`src/rtl/ajle_pkg.sv`:
```
// Package: opcodes, widths and operand-mode types for the jump/AND execution unit
package ajle_pkg;
  localparam int PC_W = 16;
  localparam int PAGE_W = 11;
  localparam logic [4:0] JUMP_LOW = 5'h01;
  localparam logic [7:0] RN_MASK = 8'hF8;
  localparam logic [7:0] IND_MASK = 8'hFE;
  localparam logic [7:0] AND_A_RN = 8'h58;
  localparam logic [7:0] AND_A_DIR = 8'h55;
  localparam logic [7:0] AND_A_IND = 8'h56;
  localparam logic [7:0] AND_A_IMM = 8'h54;
  localparam logic [7:0] AND_DIR_A = 8'h52;
  localparam logic [7:0] AND_DIR_IMM = 8'h53;
  localparam logic [PC_W-1:0] PC_STEP = 16'h0002;
  localparam logic [PC_W-1:0] PC_RESET = 16'h0000;
  localparam logic [7:0] BYTE_ZERO = 8'h00;
  localparam logic [7:0] ADDR_PORT0 = 8'h80;
  localparam logic [7:0] ADDR_PORT1 = 8'h90;
  localparam logic [7:0] ADDR_PORT2 = 8'hA0;
  localparam logic [7:0] ADDR_PORT3 = 8'hB0;

  typedef enum logic [2:0] {
    AJLE_NONE, AJLE_A_RN, AJLE_A_DIR, AJLE_A_IND, AJLE_A_IMM,
    AJLE_DIR_A, AJLE_DIR_IMM, AJLE_JUMP
  } ajle_op_t;

  // One decoded instruction from the fetch stage
  typedef struct packed {
    logic valid;
    logic [7:0] opcode;
    logic [7:0] byte2;
    logic [7:0] byte3;
    logic [PC_W-1:0] pc;
  } ajle_instr_t;

  // Operand values supplied by RAM, register file and port latches
  typedef struct packed {
    logic [7:0] acc;
    logic [7:0] reg_val;
    logic [7:0] ind_val;
    logic [7:0] dir_val;
    logic [7:0] latch_val;
  } ajle_opnd_t;

  // One write or jump produced by the unit
  typedef struct packed {
    logic acc_we;
    logic dir_we;
    logic [7:0] dir_addr;
    logic [7:0] data;
    logic pc_we;
    logic [PC_W-1:0] pc;
    logic busy;
  } ajle_result_t;
endpackage : ajle_pkg

```
`src/rtl/ajle_exec.sv`:
```
// Execution unit for the absolute jump and byte logical AND instructions
// Functional notes
// - Jump target: PC+2 upper five bits, opcode bits 7-5, then second byte.
// - Jump stays in the 2K block after it; upper PC bits never altered.
// - AND combines two bytes bitwise into destination; flags untouched.
// - Six modes: A with Rn/direct/@Ri/#data; direct with A/#data.
// - AND into an output port reads the port output latch, not pins.
// - Direct AND clears bits in any RAM or register by imm or A mask.
`timescale 1ns/1ps
`default_nettype none
module ajle_exec (
  input wire logic i_clk,                       // Core clock
  input wire logic i_reset,                     // Async reset, high
  input wire ajle_pkg::ajle_instr_t i_instr,    // Decoded instruction
  input wire ajle_pkg::ajle_opnd_t i_opnd,      // Operand values
  output ajle_pkg::ajle_result_t o_result       // Registered writes/jump
);
  import ajle_pkg::*;

  // Jump goes first so its low-bit pattern wins over any AND code
  function automatic ajle_op_t decode(input logic [7:0] op);
    if (op[4:0] == JUMP_LOW) return AJLE_JUMP;
    if ((op & RN_MASK) == AND_A_RN) return AJLE_A_RN;
    if ((op & IND_MASK) == AND_A_IND) return AJLE_A_IND;
    unique case (op)
      AND_A_DIR: return AJLE_A_DIR;
      AND_A_IMM: return AJLE_A_IMM;
      AND_DIR_A: return AJLE_DIR_A;
      AND_DIR_IMM: return AJLE_DIR_IMM;
      default: return AJLE_NONE;
    endcase
  endfunction : decode

  // Only the port addresses have a latch distinct from the pins
  function automatic logic is_port(input logic [7:0] a);
    return a == ADDR_PORT0 || a == ADDR_PORT1 ||
           a == ADDR_PORT2 || a == ADDR_PORT3;
  endfunction : is_port

  ajle_result_t res_q, res_d;
  logic jwait_q, jwait_d;
  ajle_op_t op;
  logic [PC_W-1:0] pc_next;
  logic [7:0] dst_orig;

  always_comb begin
    op = decode(i_instr.opcode);
    pc_next = i_instr.pc + PC_STEP;
    // Ports keep pin levels out of read-modify-write
    dst_orig = is_port(i_instr.byte2) ? i_opnd.latch_val : i_opnd.dir_val;
    res_d = '0;
    jwait_d = 1'b0;
    res_d.pc = pc_next;
    if (jwait_q) begin
      // Second machine cycle of the jump holds the core off
      res_d = res_q;
      res_d.busy = 1'b0;
      res_d.pc_we = 1'b0;
    end else if (i_instr.valid) begin
      unique case (op)
        AJLE_JUMP: begin
          res_d.pc = {pc_next[PC_W-1:PAGE_W], i_instr.opcode[7:5],
                      i_instr.byte2};
          res_d.pc_we = 1'b1;
          res_d.busy = 1'b1;
          jwait_d = 1'b1;
        end
        AJLE_A_RN: begin
          res_d.acc_we = 1'b1;
          res_d.data = i_opnd.acc & i_opnd.reg_val;
        end
        AJLE_A_DIR: begin
          res_d.acc_we = 1'b1;
          res_d.data = i_opnd.acc & i_opnd.dir_val;
        end
        AJLE_A_IND: begin
          res_d.acc_we = 1'b1;
          res_d.data = i_opnd.acc & i_opnd.ind_val;
        end
        AJLE_A_IMM: begin
          res_d.acc_we = 1'b1;
          res_d.data = i_opnd.acc & i_instr.byte2;
        end
        AJLE_DIR_A: begin
          res_d.dir_we = 1'b1;
          res_d.dir_addr = i_instr.byte2;
          res_d.data = dst_orig & i_opnd.acc;
        end
        AJLE_DIR_IMM: begin
          res_d.dir_we = 1'b1;
          res_d.dir_addr = i_instr.byte2;
          res_d.data = dst_orig & i_instr.byte3;
        end
        AJLE_NONE: res_d.data = BYTE_ZERO;
      endcase
    end
  end

  always_ff @(posedge i_clk or posedge i_reset) begin
    if (i_reset) begin
      res_q <= '0;
      jwait_q <= 1'b0;
    end else begin
      res_q <= res_d;
      jwait_q <= jwait_d;
    end
  end

  assign o_result = res_q;

  property p_jump_target;
    @(posedge i_clk) disable iff (i_reset)
      (i_instr.valid && !jwait_q && i_instr.opcode[4:0] == JUMP_LOW) |=>
      (res_q.pc_we && res_q.pc[PAGE_W-1:0] ==
       {$past(i_instr.opcode[7:5]), $past(i_instr.byte2)});
  endproperty
  a_jump_target: assert property (p_jump_target)
    else $error("jump target low bits wrong");

  property p_jump_block;
    @(posedge i_clk) disable iff (i_reset)
      res_q.pc_we |-> res_q.pc[PC_W-1:PAGE_W] ==
        ($past(i_instr.pc) + PC_STEP) >> PAGE_W;
  endproperty
  a_jump_block: assert property (p_jump_block)
    else $error("jump left its 2K block");

  property p_jump_two_cycles;
    @(posedge i_clk) disable iff (i_reset)
      $rose(res_q.pc_we) |=> (!res_q.pc_we && !res_q.acc_we &&
        !res_q.dir_we);
  endproperty
  a_jump_two_cycles: assert property (p_jump_two_cycles)
    else $error("jump did not take two cycles");

  property p_and_acc;
    @(posedge i_clk) disable iff (i_reset)
      (i_instr.valid && !jwait_q && i_instr.opcode == AND_A_IMM) |=>
      (res_q.acc_we && res_q.data ==
       ($past(i_opnd.acc) & $past(i_instr.byte2)));
  endproperty
  a_and_acc: assert property (p_and_acc)
    else $error("accumulator AND result wrong");

  property p_and_rn;
    @(posedge i_clk) disable iff (i_reset)
      (i_instr.valid && !jwait_q && (i_instr.opcode & RN_MASK) == AND_A_RN)
      |=> (res_q.acc_we && !res_q.dir_we);
  endproperty
  a_and_rn: assert property (p_and_rn)
    else $error("register AND mode not decoded");

  property p_port_latch;
    @(posedge i_clk) disable iff (i_reset)
      (i_instr.valid && !jwait_q && i_instr.opcode == AND_DIR_IMM &&
       i_instr.byte2 == ADDR_PORT1) |=>
      (res_q.data == ($past(i_opnd.latch_val) & $past(i_instr.byte3)));
  endproperty
  a_port_latch: assert property (p_port_latch)
    else $error("port AND did not use output latch");

  property p_dir_mask;
    @(posedge i_clk) disable iff (i_reset)
      (i_instr.valid && !jwait_q && i_instr.opcode == AND_DIR_A &&
       !is_port(i_instr.byte2)) |=>
      (res_q.dir_we && res_q.dir_addr == $past(i_instr.byte2) &&
       res_q.data == ($past(i_opnd.dir_val) & $past(i_opnd.acc)));
  endproperty
  a_dir_mask: assert property (p_dir_mask)
    else $error("direct AND by accumulator mask wrong");

  property p_one_dest;
    @(posedge i_clk) disable iff (i_reset)
      !(res_q.acc_we && res_q.dir_we) && !(res_q.pc_we && res_q.acc_we);
  endproperty
  a_one_dest: assert property (p_one_dest)
    else $error("more than one destination written");

  property p_rn_data;
    @(posedge i_clk) disable iff (i_reset)
      (i_instr.valid && !jwait_q && (i_instr.opcode & RN_MASK) == AND_A_RN)
      |=> (res_q.data == ($past(i_opnd.acc) & $past(i_opnd.reg_val)));
  endproperty
  a_rn_data: assert property (p_rn_data)
    else $error("register AND result wrong");

  property p_and_ind;
    @(posedge i_clk) disable iff (i_reset)
      (i_instr.valid && !jwait_q &&
       (i_instr.opcode & IND_MASK) == AND_A_IND) |=>
      (res_q.acc_we && res_q.data ==
       ($past(i_opnd.acc) & $past(i_opnd.ind_val)));
  endproperty
  a_and_ind: assert property (p_and_ind)
    else $error("indirect AND result wrong");

  // Accumulator destination reads the direct byte even at a port address
  property p_and_dir;
    @(posedge i_clk) disable iff (i_reset)
      (i_instr.valid && !jwait_q && i_instr.opcode == AND_A_DIR) |=>
      (res_q.acc_we && !res_q.dir_we && res_q.data ==
       ($past(i_opnd.acc) & $past(i_opnd.dir_val)));
  endproperty
  a_and_dir: assert property (p_and_dir)
    else $error("direct source AND result wrong");

  property p_dir_imm;
    @(posedge i_clk) disable iff (i_reset)
      (i_instr.valid && !jwait_q && i_instr.opcode == AND_DIR_IMM &&
       !is_port(i_instr.byte2)) |=>
      (res_q.dir_we && res_q.dir_addr == $past(i_instr.byte2) &&
       res_q.data == ($past(i_opnd.dir_val) & $past(i_instr.byte3)));
  endproperty
  a_dir_imm: assert property (p_dir_imm)
    else $error("direct AND by constant mask wrong");

  // The second machine cycle must neither take input nor move the target
  property p_wait_ignored;
    @(posedge i_clk) disable iff (i_reset)
      jwait_q |=> (!res_q.acc_we && !res_q.dir_we && !res_q.pc_we &&
        !res_q.busy);
  endproperty
  a_wait_ignored: assert property (p_wait_ignored)
    else $error("input taken in jump second cycle");

  property p_wait_pc;
    @(posedge i_clk) disable iff (i_reset)
      jwait_q |=> $stable(res_q.pc);
  endproperty
  a_wait_pc: assert property (p_wait_pc)
    else $error("jump target moved in second cycle");
endmodule : ajle_exec
`default_nettype wire

```
`config.mk`:
```
export PLATFORM = sky130hd
export DESIGN_NAME = ajle_exec
export DESIGN_NICKNAME = d
export VERILOG_FILES = /design/src/rtl/ajle_pkg.sv /design/src/rtl/ajle_exec.sv
export SDC_FILE = /design/constraint.sdc
export NUM_CORES = 1
export LEC_CHECK = 0
export ABC_AREA = 0
export BUFFER_PORTS_ARGS = -buffer_cell sky130_fd_sc_hd__buf_2
export CAP_MARGIN = 10
export CORE_MARGIN = 1
export CORE_UTILIZATION = 42
export DETAILED_ROUTE_END_ITERATION = 10
export PLACE_DENSITY = 0.79
export SLEW_MARGIN = 10
export SYNTH_ARGS = -nofsm -noshare
export SYNTH_HDL_FRONTEND = slang
export SYNTH_SLANG_ARGS = --single-unit
```
`constraint.sdc`:
```
create_clock -name i_clk -period 1.3 [get_ports i_clk]
set_input_delay 0.195 -clock i_clk [delete_from_list [all_inputs] [get_ports i_clk]]
set_output_delay 0.195 -clock i_clk [all_outputs]
set_load 0.02 [all_outputs]
```
==> results.toml, run 1 <==
[logic_synthesis]
syn_avg_cell_area_sq_um = 8.847
synth-seq-area-share_pct = 36.94
synth_top_cells_by_count = "sky130_fd_sc_hd__nand2_1, sky130_fd_sc_hd__dfrtp_1, sky130_fd_sc_hd__o21ai_0"
yosys_register_bits = 35
synth.net_count = 352
yosysWarningCount = 0
yosys.cell_count.top_type = "sky130_fd_sc_hd__nand2_1"
synth_top_cell_area_share_pct = 36.94
share_of_flip_flops_with_an_asynchronous_set_or_reset_after_synthesis_pct = 100.0
synthesis.instances = 268
synth_ff_type = "sky130_fd_sc_hd__dfrtp_1"
synthDistinctLibCells = 46
netlist.top_cell.by_area = "sky130_fd_sc_hd__dfrtp_1"
post_syn_area_sq_um = 2371
post_synth_main_area_contributors = "sky130_fd_sc_hd__dfrtp_1, sky130_fd_sc_hd__nand2_1, sky130_fd_sc_hd__mux2i_1, sky130_fd_sc_hd__o21ai_0, sky130_fd_sc_hd__a21oi_1"
synth_enable_flop_cells = 0

[die]
die-area_sq_um = 5950
core_area_sq_um = 5270
die_h_um = 77.14
fp-row-count = 26
die_w_um = 77.14
ios = 119
start_util_pct = 44.99

[worst_setup_path]
timing.critical_path.to = "o_result[17]"
r2r_setup_slack_ns = 0.01
worst_setup_path_startpoint = "jwait_q"
critical_path_buf_inv_count = 3
worstSetupPathType = "reg2out"
crit_path_max_fo = 4
max_stage_delay_ns = 0.45
path_common_cell = "sky130_fd_sc_hd__buf_12"
cell_depth_of_the_worst_setup_path = 3
regToRegEndpoint = "o_result[20]"
critPathRequiredTime_ns = 1.11
critical_path.endpoint_type = "output port"
cp_slowest_cell = "sky130_fd_sc_hd__dfrtp_2"
worst_reg2reg_path_length_in_cells = 4
crit_family = "flip-flops"
crit_path_start_kind = "flip-flop"
timing.rr.start = "jwait_q"
worst_path_cell_chain = "buf_12 -> buf_12 -> buf_8"
cp_data_arrival_time_ns = 1.12

[route]
met3_length_um = 584
wirelength_um = 8310
dr_wl_met2_um = 4052
ant_nets = 0
drtIter0Drc = 162
drcViolationCount = 0
wirelength_per_cell_um = 16.52
length_of_routed_wiring_on_met1_um = 3558
detailed_route_via_count = 2811
routed_via_density = 5.588
routed.top_layer = "met4"
drt_pass1_iterations = 4

[placement]
final_gp_congestion = 0.9758
dpl_hpwl_um = 6063
numPortBuffers = 118

[power_and_ir_drop]
cellPowerDensity_nw_per_um2 = 721.8
power_leakage_nw = 1.870
max-vdd-ir-drop_v = 0.0004173
post-layout-total-power_mw = 2.721

[timing]
timing.max_slew.rel_slack_pct = 68.81
timing.final.crit_share_pct = 101.1
rsz0062_at_grt = "true"
fin_ws_ns = -0.01446
worst-slew-pin-transition_ns = 0.4679
finalHoldViolations = 0
min_period_ns = 1.314
clock.fmax_mhz = 760.8
skew_ns = 0.006014
final_setup_violation_count = 2
drv_slew = 0

[global_route]
grt.overflow.total = 0
grt_antenna_before_repair = 0
grt_pass1_wl_um = 13690
first_global_vias = 2844
grt_usage_pct = 29.28
largest_net_degree_at_the_start_of_global_routing = 36

[final_layout]
insertedDiodeCount = 0
fin_nets = 516
layout-area-overhead-vs-synth_pct = 59.00
num-fill-cells = 408
sequential_area_sq_um = 877.1
multi_input_gate_area_in_the_final_layout_sq_um = 1546
finalCoreUtilization_pct = 71.53
post_route_cells_drive_above_1_share_pct = 49.65

[clock_network]
cts.sink_count = 35
cts_made_buffers = 5
cts.clk_slew.worst_paths_ns = 0.08
htree_num_levels = 2
cts_root_buffer_type = "sky130_fd_sc_hd__clkbuf_8"
cts_tree = "done"
clock_insertion_delay_worst_skew_ns = 0.29
postCtsHoldBufs = 0
max-clock-path-buffers = 2

[outcome]
status = "finished, violations left"
failed_checks = "negative setup slack"

[hold_path]
min-delay-path-class = "in2async"

[job]
timing.max_cap.violations = 0
-- per-stage QoR --
stage	instances	instance area [sq um]	hold slack, ns	setup WS (ns)	setup TNS (ns)
2_1_floorplan	268	2419	0.3236	-0.05805	-0.3492
3_3_place_gp	487	3392	0.3176	-0.3338	-3.422
3_5_place_dp	487	3392	0.3344	-0.4074	-4.145
4_1_cts	502	3696	0.02409	-0.004368	-0.009591
5_1_grt	503	3770	0.03617	-0.04569	-0.3248
6_report	503	3770	0.003521	-0.01446	-0.02828
-- cell usage in the layout (no fill, tap or decap), drive strengths merged, types with 7 or more instances in the layout --
| master | instances |
|---|---|
| a22o | 7 |
| nor2 | 9 |
| nand3 | 9 |
| buf | 168 |
| xor2 | 7 |
| nor3 | 10 |
| o21ai | 27 |
| clkbuf | 8 |
| nand2 | 39 |
| mux2i | 14 |
| a21oi | 24 |
| dfrtp | 35 |
| xnor2 | 7 |
-- cell type report --
class | count | share of cell area [%]
clock buffers | 7 | 2.556
clock inverters | 1 | 0.1991
inverters | 5 | 0.4978
multi-input cells | 214 | 41.02
flip-flops and latches | 35 | 23.27
well taps | 70 | 2.323
repair buffers | 171 | 30.14
-- per-layer routing --
layer / GRT usage (%) / vias up
li1: - / 1321
met1: 37.58 / 1344
met2: 49.12 / 131
met3: 5.833 / 15
met4: 9.245 / 0
met5: 0 / -
-- worst min-delay path by stage --
stage | end | startpoint | slack, ns
after global routing | o_result[20] | i_reset | 0.04
after global placement | o_result[22] | i_reset | 0.32
after detailed placement | o_result[22] | i_reset | 0.33
after floorplan | o_result[26] | i_instr[24] | 0.32
after CTS | o_result[20] | i_reset | 0.02
final | o_result[20] | i_reset | 0.004
-- power breakdown --
group	switching, mW	internal, mW	total (mW)	leakage (nW)
Clock	0.426	0.482	0.909	0.0505
Sequential	0.0204	1.13	1.15	0.450
Combinational	0.354	0.310	0.664	1.37
Total	0.801	1.92	2.72	1.87
-- worst min-delay path, stage by stage --
cell and delay, ns:
sky130_fd_sc_hd__buf_2 0.09, sky130_fd_sc_hd__inv_1 0.05, sky130_fd_sc_hd__buf_4 0.40
-- registers in the layout, indices dropped and copies added (netlist names) --
register,count
o_result,34
jwait_q,1
-- cell families after synthesis --
logic type	after synthesis	synth area share (%)
xor gates and xnor gates	14	5.172
DFF	35	36.94
buffers and inverters	19	4.011
adders and majority gates	1	0.5276
AOI/OAI and AO/OA	82	21.53
and+or+nand+nor	97	23.06
muxes	20	8.760
-- what timing repair did --
| action | in CTS | in global routing |
|---|---|---|
| gates resized for setup | 22 | 16 |
| pin swaps | 5 | 11 |
| cloned | 3 | 0 |
| buffers inserted | 4 | 1 |
| endpoints found under the setup margin | 10 | 20 |
(Power assumes the default switching activity.)
==> inputs of run 2 (changes only) <==
- RECOVER_POWER: not set -> 50
==> run 2 against run 1 <==
Net effect: the run still ends with negative setup slack left; global-route usage stayed put; critical endpoint unchanged; sequential share of layout area rose by 0.10 points; worst hold slack gained 0.17 ns; cell count unchanged; first-iteration DRC count rose by 15%.
==> results.toml, run 2 (synthesis gave the netlist of run 1 again) <==
[outcome]
status = "finished, violations left"
failed_checks = "negative setup slack"

[die]
core_area_sq_um = 5270
die_w_um = 77.14
ios = 119
die-area_sq_um = 5950
start_util_pct = 44.99
fp-row-count = 26
die_h_um = 77.14

[timing]
fin_ws_ns = -0.01642
hold_ws_ns = 0.1705
timing.max_slew.rel_slack_pct = 39.43
min_period_ns = 1.316
drv_slew = 0
finalHoldViolations = 0
worst-slew-pin-transition_ns = 0.9085
clock.fmax_mhz = 759.6
skew_ns = 0.007087
final_setup_violation_count = 3
timing.final.crit_share_pct = 101.3
rsz0062_at_grt = "true"

[final_layout]
post_route_cells_drive_above_1_share_pct = 47.58
final_cell_count_no_fill = 503
fin_nets = 516
layout-area-overhead-vs-synth_pct = 58.31
layout_commonest_cell = "sky130_fd_sc_hd__buf_2"
flip_flop_count_of_the_largest_register_after_layout = 34
stdcell_area_sq_um = 3754
mostFrequentLayoutCells = "sky130_fd_sc_hd__buf_2, sky130_fd_sc_hd__buf_4, sky130_fd_sc_hd__nand2_1"
insertedDiodeCount = 0
finalCoreUtilization_pct = 71.23

[global_route]
grt_antenna_before_repair = 0
grt.overflow.total = 0
largest_net_degree_at_the_start_of_global_routing = 36
first_global_vias = 2844
grt_usage_pct = 29.28
grt_pass1_wl_um = 13690

[hold_path]
min-delay-path-class = "in2async"

[placement]
final_gp_congestion = 0.9758
placed_cells = 487
dpl_hpwl_um = 6063
numPortBuffers = 118
placed_cell_area_sq_um = 3392

[worst_setup_path]
worst_path_cell_chain = "buf_12 -> buf_12 -> buf_8"
critPathRequiredTime_ns = 1.11
critical_path.endpoint_type = "output port"
path_common_cell = "sky130_fd_sc_hd__buf_12"
worstSetupPathType = "reg2out"
crit_path_max_fo = 4
cp_slowest_cell = "sky130_fd_sc_hd__dfrtp_2"
cp_data_arrival_time_ns = 1.12
max_stage_delay_ns = 0.45
crit_path_start_kind = "flip-flop"

[clock_network]
cts_root_buffer_type = "sky130_fd_sc_hd__clkbuf_8"
clock_insertion_delay_worst_skew_ns = 0.29
cts.clk_slew.worst_paths_ns = 0.08
htree_num_levels = 2
cts_made_buffers = 5
cts.sink_count = 35
cts_tree = "done"
max-clock-path-buffers = 2

[route]
detailed_route_via_count = 2788
drtIter0Drc = 186
wirelength_per_cell_um = 16.52
ant_nets = 0
drcViolationCount = 0
routed_via_density = 5.543
drt_pass1_iterations = 4
wirelength_um = 8309

[power_and_ir_drop]
post-layout-total-power_mw = 2.718
max-vdd-ir-drop_v = 0.0004172
cellPowerDensity_nw_per_um2 = 724.1
power_leakage_nw = 1.837

[job]
timing.max_cap.violations = 0
## run 2: cell type report
cell class	count	area, sq um
Clock buffer	7	96.34
Clock inverter	1	7.507
Fill cell	417	1516
Inverter	5	18.77
Multi-Input combinational cell	214	1546
Sequential cell	35	877.1
Tap cell	70	87.58
Timing Repair Buffer	171	1120
## run 2: final timing paths
check                             from            to  slack (ns)  depth (start not counted)
setup / recovery               jwait_q  o_result[17]       -0.02                          3
hold / removal                 i_reset  o_result[20]        0.17                          3
setup reg to reg               jwait_q  o_result[21]        0.01                          3
hold reg to reg            o_result[5]   o_result[5]        0.48                          2
max in group asynchronous      i_reset       jwait_q        0.51                          3
min in group i_clk         i_instr[29]  o_result[31]        0.19                          2
## run 2: repair_timing
| item | 4_1_cts | 5_1_grt |
|---|---|---|
| pin swaps | 5 | 11 |
| setup buffers | 4 | 1 |
| hold buffers | 0 | 0 |
| gates cloned | 3 | 0 |
| gates resized for setup | 22 | 16 |
| endpoints found under the setup margin | 10 | 20 |
## run 2: critical path: cells and delay by family, from the launching register on
kind | cells | cell delay [ns]
buf+inv | 3 | 0.38
flops | 1 | 0.45
## run 2: power by group
part           leakage (nW)  switching (mW)  internal, mW
logic                  1.34           0.354         0.306
clock network        0.0505           0.427         0.482
registers             0.450          0.0206          1.13
## run 2: per-layer routing
layer | global-route usage [%] | share of wire, % | vias up
met5 | 0 | 0 | -
met4 | 9.245 | 1.2 | 0
met3 | 5.833 | 7.5 | 11
met2 | 49.12 | 49 | 133
met1 | 37.58 | 42 | 1324
li1 | - | - | 1320
## run 2: metrics by stage
stage / setup WS, ns / TNS [ns]
2_1_floorplan: -0.05805 / -0.3492
3_3_place_gp: -0.3338 / -3.422
3_5_place_dp: -0.4074 / -4.145
4_1_cts: -0.004368 / -0.009591
5_1_grt: -0.04821 / -0.3313
6_report: -0.01642 / -0.03548
==> inputs of run 3 (changes only) <==
- GPL_TIMING_DRIVEN: not set -> 0
==> run 3 against run 2 <==
Net effect: the flow still finishes with violations (negative setup slack); cell count down 5.8%; worst hold slack lost 0.14 ns; clock power is 6.0% lower; clock skew increased by 0.0016 ns; critical path depth rose by 4; wire length decreased by 2.6%; non-clock buffer count decreased by 29; largest power group unchanged.
==> results.toml, run 3 (synthesis gave the netlist of run 1 again) <==
[outcome]
status = "finished, violations left"
failed_checks = "negative setup slack"

[timing]
timing.final.crit_share_pct = 106.3
rsz0062_at_grt = "true"
min_period_ns = 1.382
worst-slew-pin-transition_ns = 0.7837
skew_ns = 0.008712
drv_slew = 0
clock.fmax_mhz = 723.5
finalHoldViolations = 0
final_setup_violation_count = 6
fin_ws_ns = -0.08209
timing.max_slew.rel_slack_pct = 47.68

[global_route]
grt_antenna_before_repair = 0
grt_pass1_wl_um = 12410
grt_usage_pct = 26.32
largest_net_degree_at_the_start_of_global_routing = 36
first_global_vias = 2564
grt.overflow.total = 0

[clock_network]
max-clock-path-buffers = 2
cts.clk_slew.worst_paths_ns = 0.09
htree_num_levels = 2
cts_made_buffers = 5
cts.sink_count = 35
clock_insertion_delay_worst_skew_ns = 0.30
cts_tree = "done"
cts_root_buffer_type = "sky130_fd_sc_hd__clkbuf_8"

[final_layout]
layout_commonest_cell = "sky130_fd_sc_hd__buf_2"
mostFrequentLayoutCells = "sky130_fd_sc_hd__buf_2, sky130_fd_sc_hd__nand2_1, sky130_fd_sc_hd__dfrtp_1"
flip_flop_count_of_the_largest_register_after_layout = 34
final_cell_count_no_fill = 474
layout-area-overhead-vs-synth_pct = 50.61
finalCoreUtilization_pct = 67.76
post_route_cells_drive_above_1_share_pct = 48.76
num-fill-cells = 429
fin_nets = 487
insertedDiodeCount = 0

[die]
fp-row-count = 26
core_area_sq_um = 5270
die_h_um = 77.14
die-area_sq_um = 5950
die_w_um = 77.14
ios = 119
start_util_pct = 44.99

[route]
detailed_route_via_count = 2663
routed_via_density = 5.618
wirelength_um = 8094
drcViolationCount = 0
drt_pass1_iterations = 4
ant_nets = 0
drtIter0Drc = 183
wirelength_per_cell_um = 17.08

[placement]
dpl_hpwl_um = 5835
final_gp_congestion = 0.9066
numPortBuffers = 118
placed_cells = 456

[worst_setup_path]
critical_path.endpoint_type = "flip-flop"
worst_reg2reg_path_length_in_cells = 4
max_stage_delay_ns = 0.39
crit_path_start_kind = "input port"
worst_path_cell_chain = "buf_6 -> nand4bb_4 -> buf_2 -> nor4b_1 -> o221ai_1 -> a21o_1 -> a21oi_2"
critical_path_buf_inv_count = 2
worstSetupPathType = "in2reg"
crit_path_max_fo = 4
crit_family = "simple AND/OR/NAND/NOR gates"
critPathRequiredTime_ns = 1.53
cp_slowest_cell = "sky130_fd_sc_hd__nor4b_1"
cp_data_arrival_time_ns = 1.61
cell_depth_of_the_worst_setup_path = 7

[power_and_ir_drop]
cellPowerDensity_nw_per_um2 = 736.1
power_leakage_nw = 1.696
max-vdd-ir-drop_v = 0.0004383

[job]
timing.max_cap.violations = 0

[hold_path]
min-delay-path-class = "in2async"
-- run 3: changes by cell type in the layout (fill, tap and decap cells not counted), sizes merged --
cell	previous run	this run
buf	158	133
bufbuf	2	0
clkbuf	18	14
clkinvlp	1	2
inv	5	6
-- run 3: worst reg2reg max path: cells and delay by family (launching register included) --
family,cells,cell delay [ns]
compound gates,1,0.19
flops,1,0.41
buf+inv,1,0.15
simple gates,2,0.50
-- run 3: report_power, final --
part           switching (mW)  total (mW)  internal (mW)
clock network           0.471       0.855          0.384
registers              0.0214        1.15           1.13
logic                   0.360       0.624          0.265
total                   0.852        2.63           1.78
-- run 3: final timing paths --
check | endpoint | start | slack (ns)
max | o_result[24] | i_instr[37] | -0.08
min | o_result[20] | i_reset | 0.03
max reg2reg | o_result[33] | jwait_q | 0
min reg2reg | o_result[32] | o_result[32] | 0.49
max in group asynchronous | o_result[14] | i_reset | 0.76
min in group i_clk | o_result[26] | i_instr[24] | 0.16
-- run 3: cell type report --
class	instances	area (sq um)	area share [%]
Buffer	14	100.1	2.803
Clock buffer	5	68.82	1.927
Clock inverter	3	23.77	0.6657
Inverter	5	18.77	0.5256
Multi-Input combinational cell	214	1688	47.27
Sequential cell	35	875.8	24.53
Tap cell	70	87.58	2.453
Timing Repair Buffer	128	708.2	19.83
-- run 3: layer usage --
| metal | track usage (%) | share of wire (%) |
|---|---|---|
| met1 | 35.54 | 43 |
| met2 | 43.45 | 49 |
| met5 | 0 | 0 |
| met4 | 6.604 | 1.7 |
| met3 | 4.405 | 6.4 |
-- run 3: metrics by stage --
stage          power, mW  hold WS [ns]   TNS, ns  cell area [sq um]  setup slack (ns)
3_5_place_dp       1.701        0.3770    -8.605               3097           -0.4706
3_3_place_gp       1.691        0.4591    -14.06               3097           -0.4442
5_1_grt            2.742       0.09107   -0.6461               3571          -0.06380
4_1_cts            2.559       0.05958  -0.04646               3297          -0.04646
6_report           2.628       0.02946   -0.1120               3571          -0.08209
2_1_floorplan      1.432        0.3236   -0.3492               2419          -0.05805
-- run 3: timing repair --
action / 4_1_cts / 5_1_grt
pin swaps: 5 / 22
cloned: 0 / 1
endpoints found under the setup margin: 34 / 23
hold buffers: 0 / 0
gates resized for setup: 19 / 52
setup buffers: 4 / 5
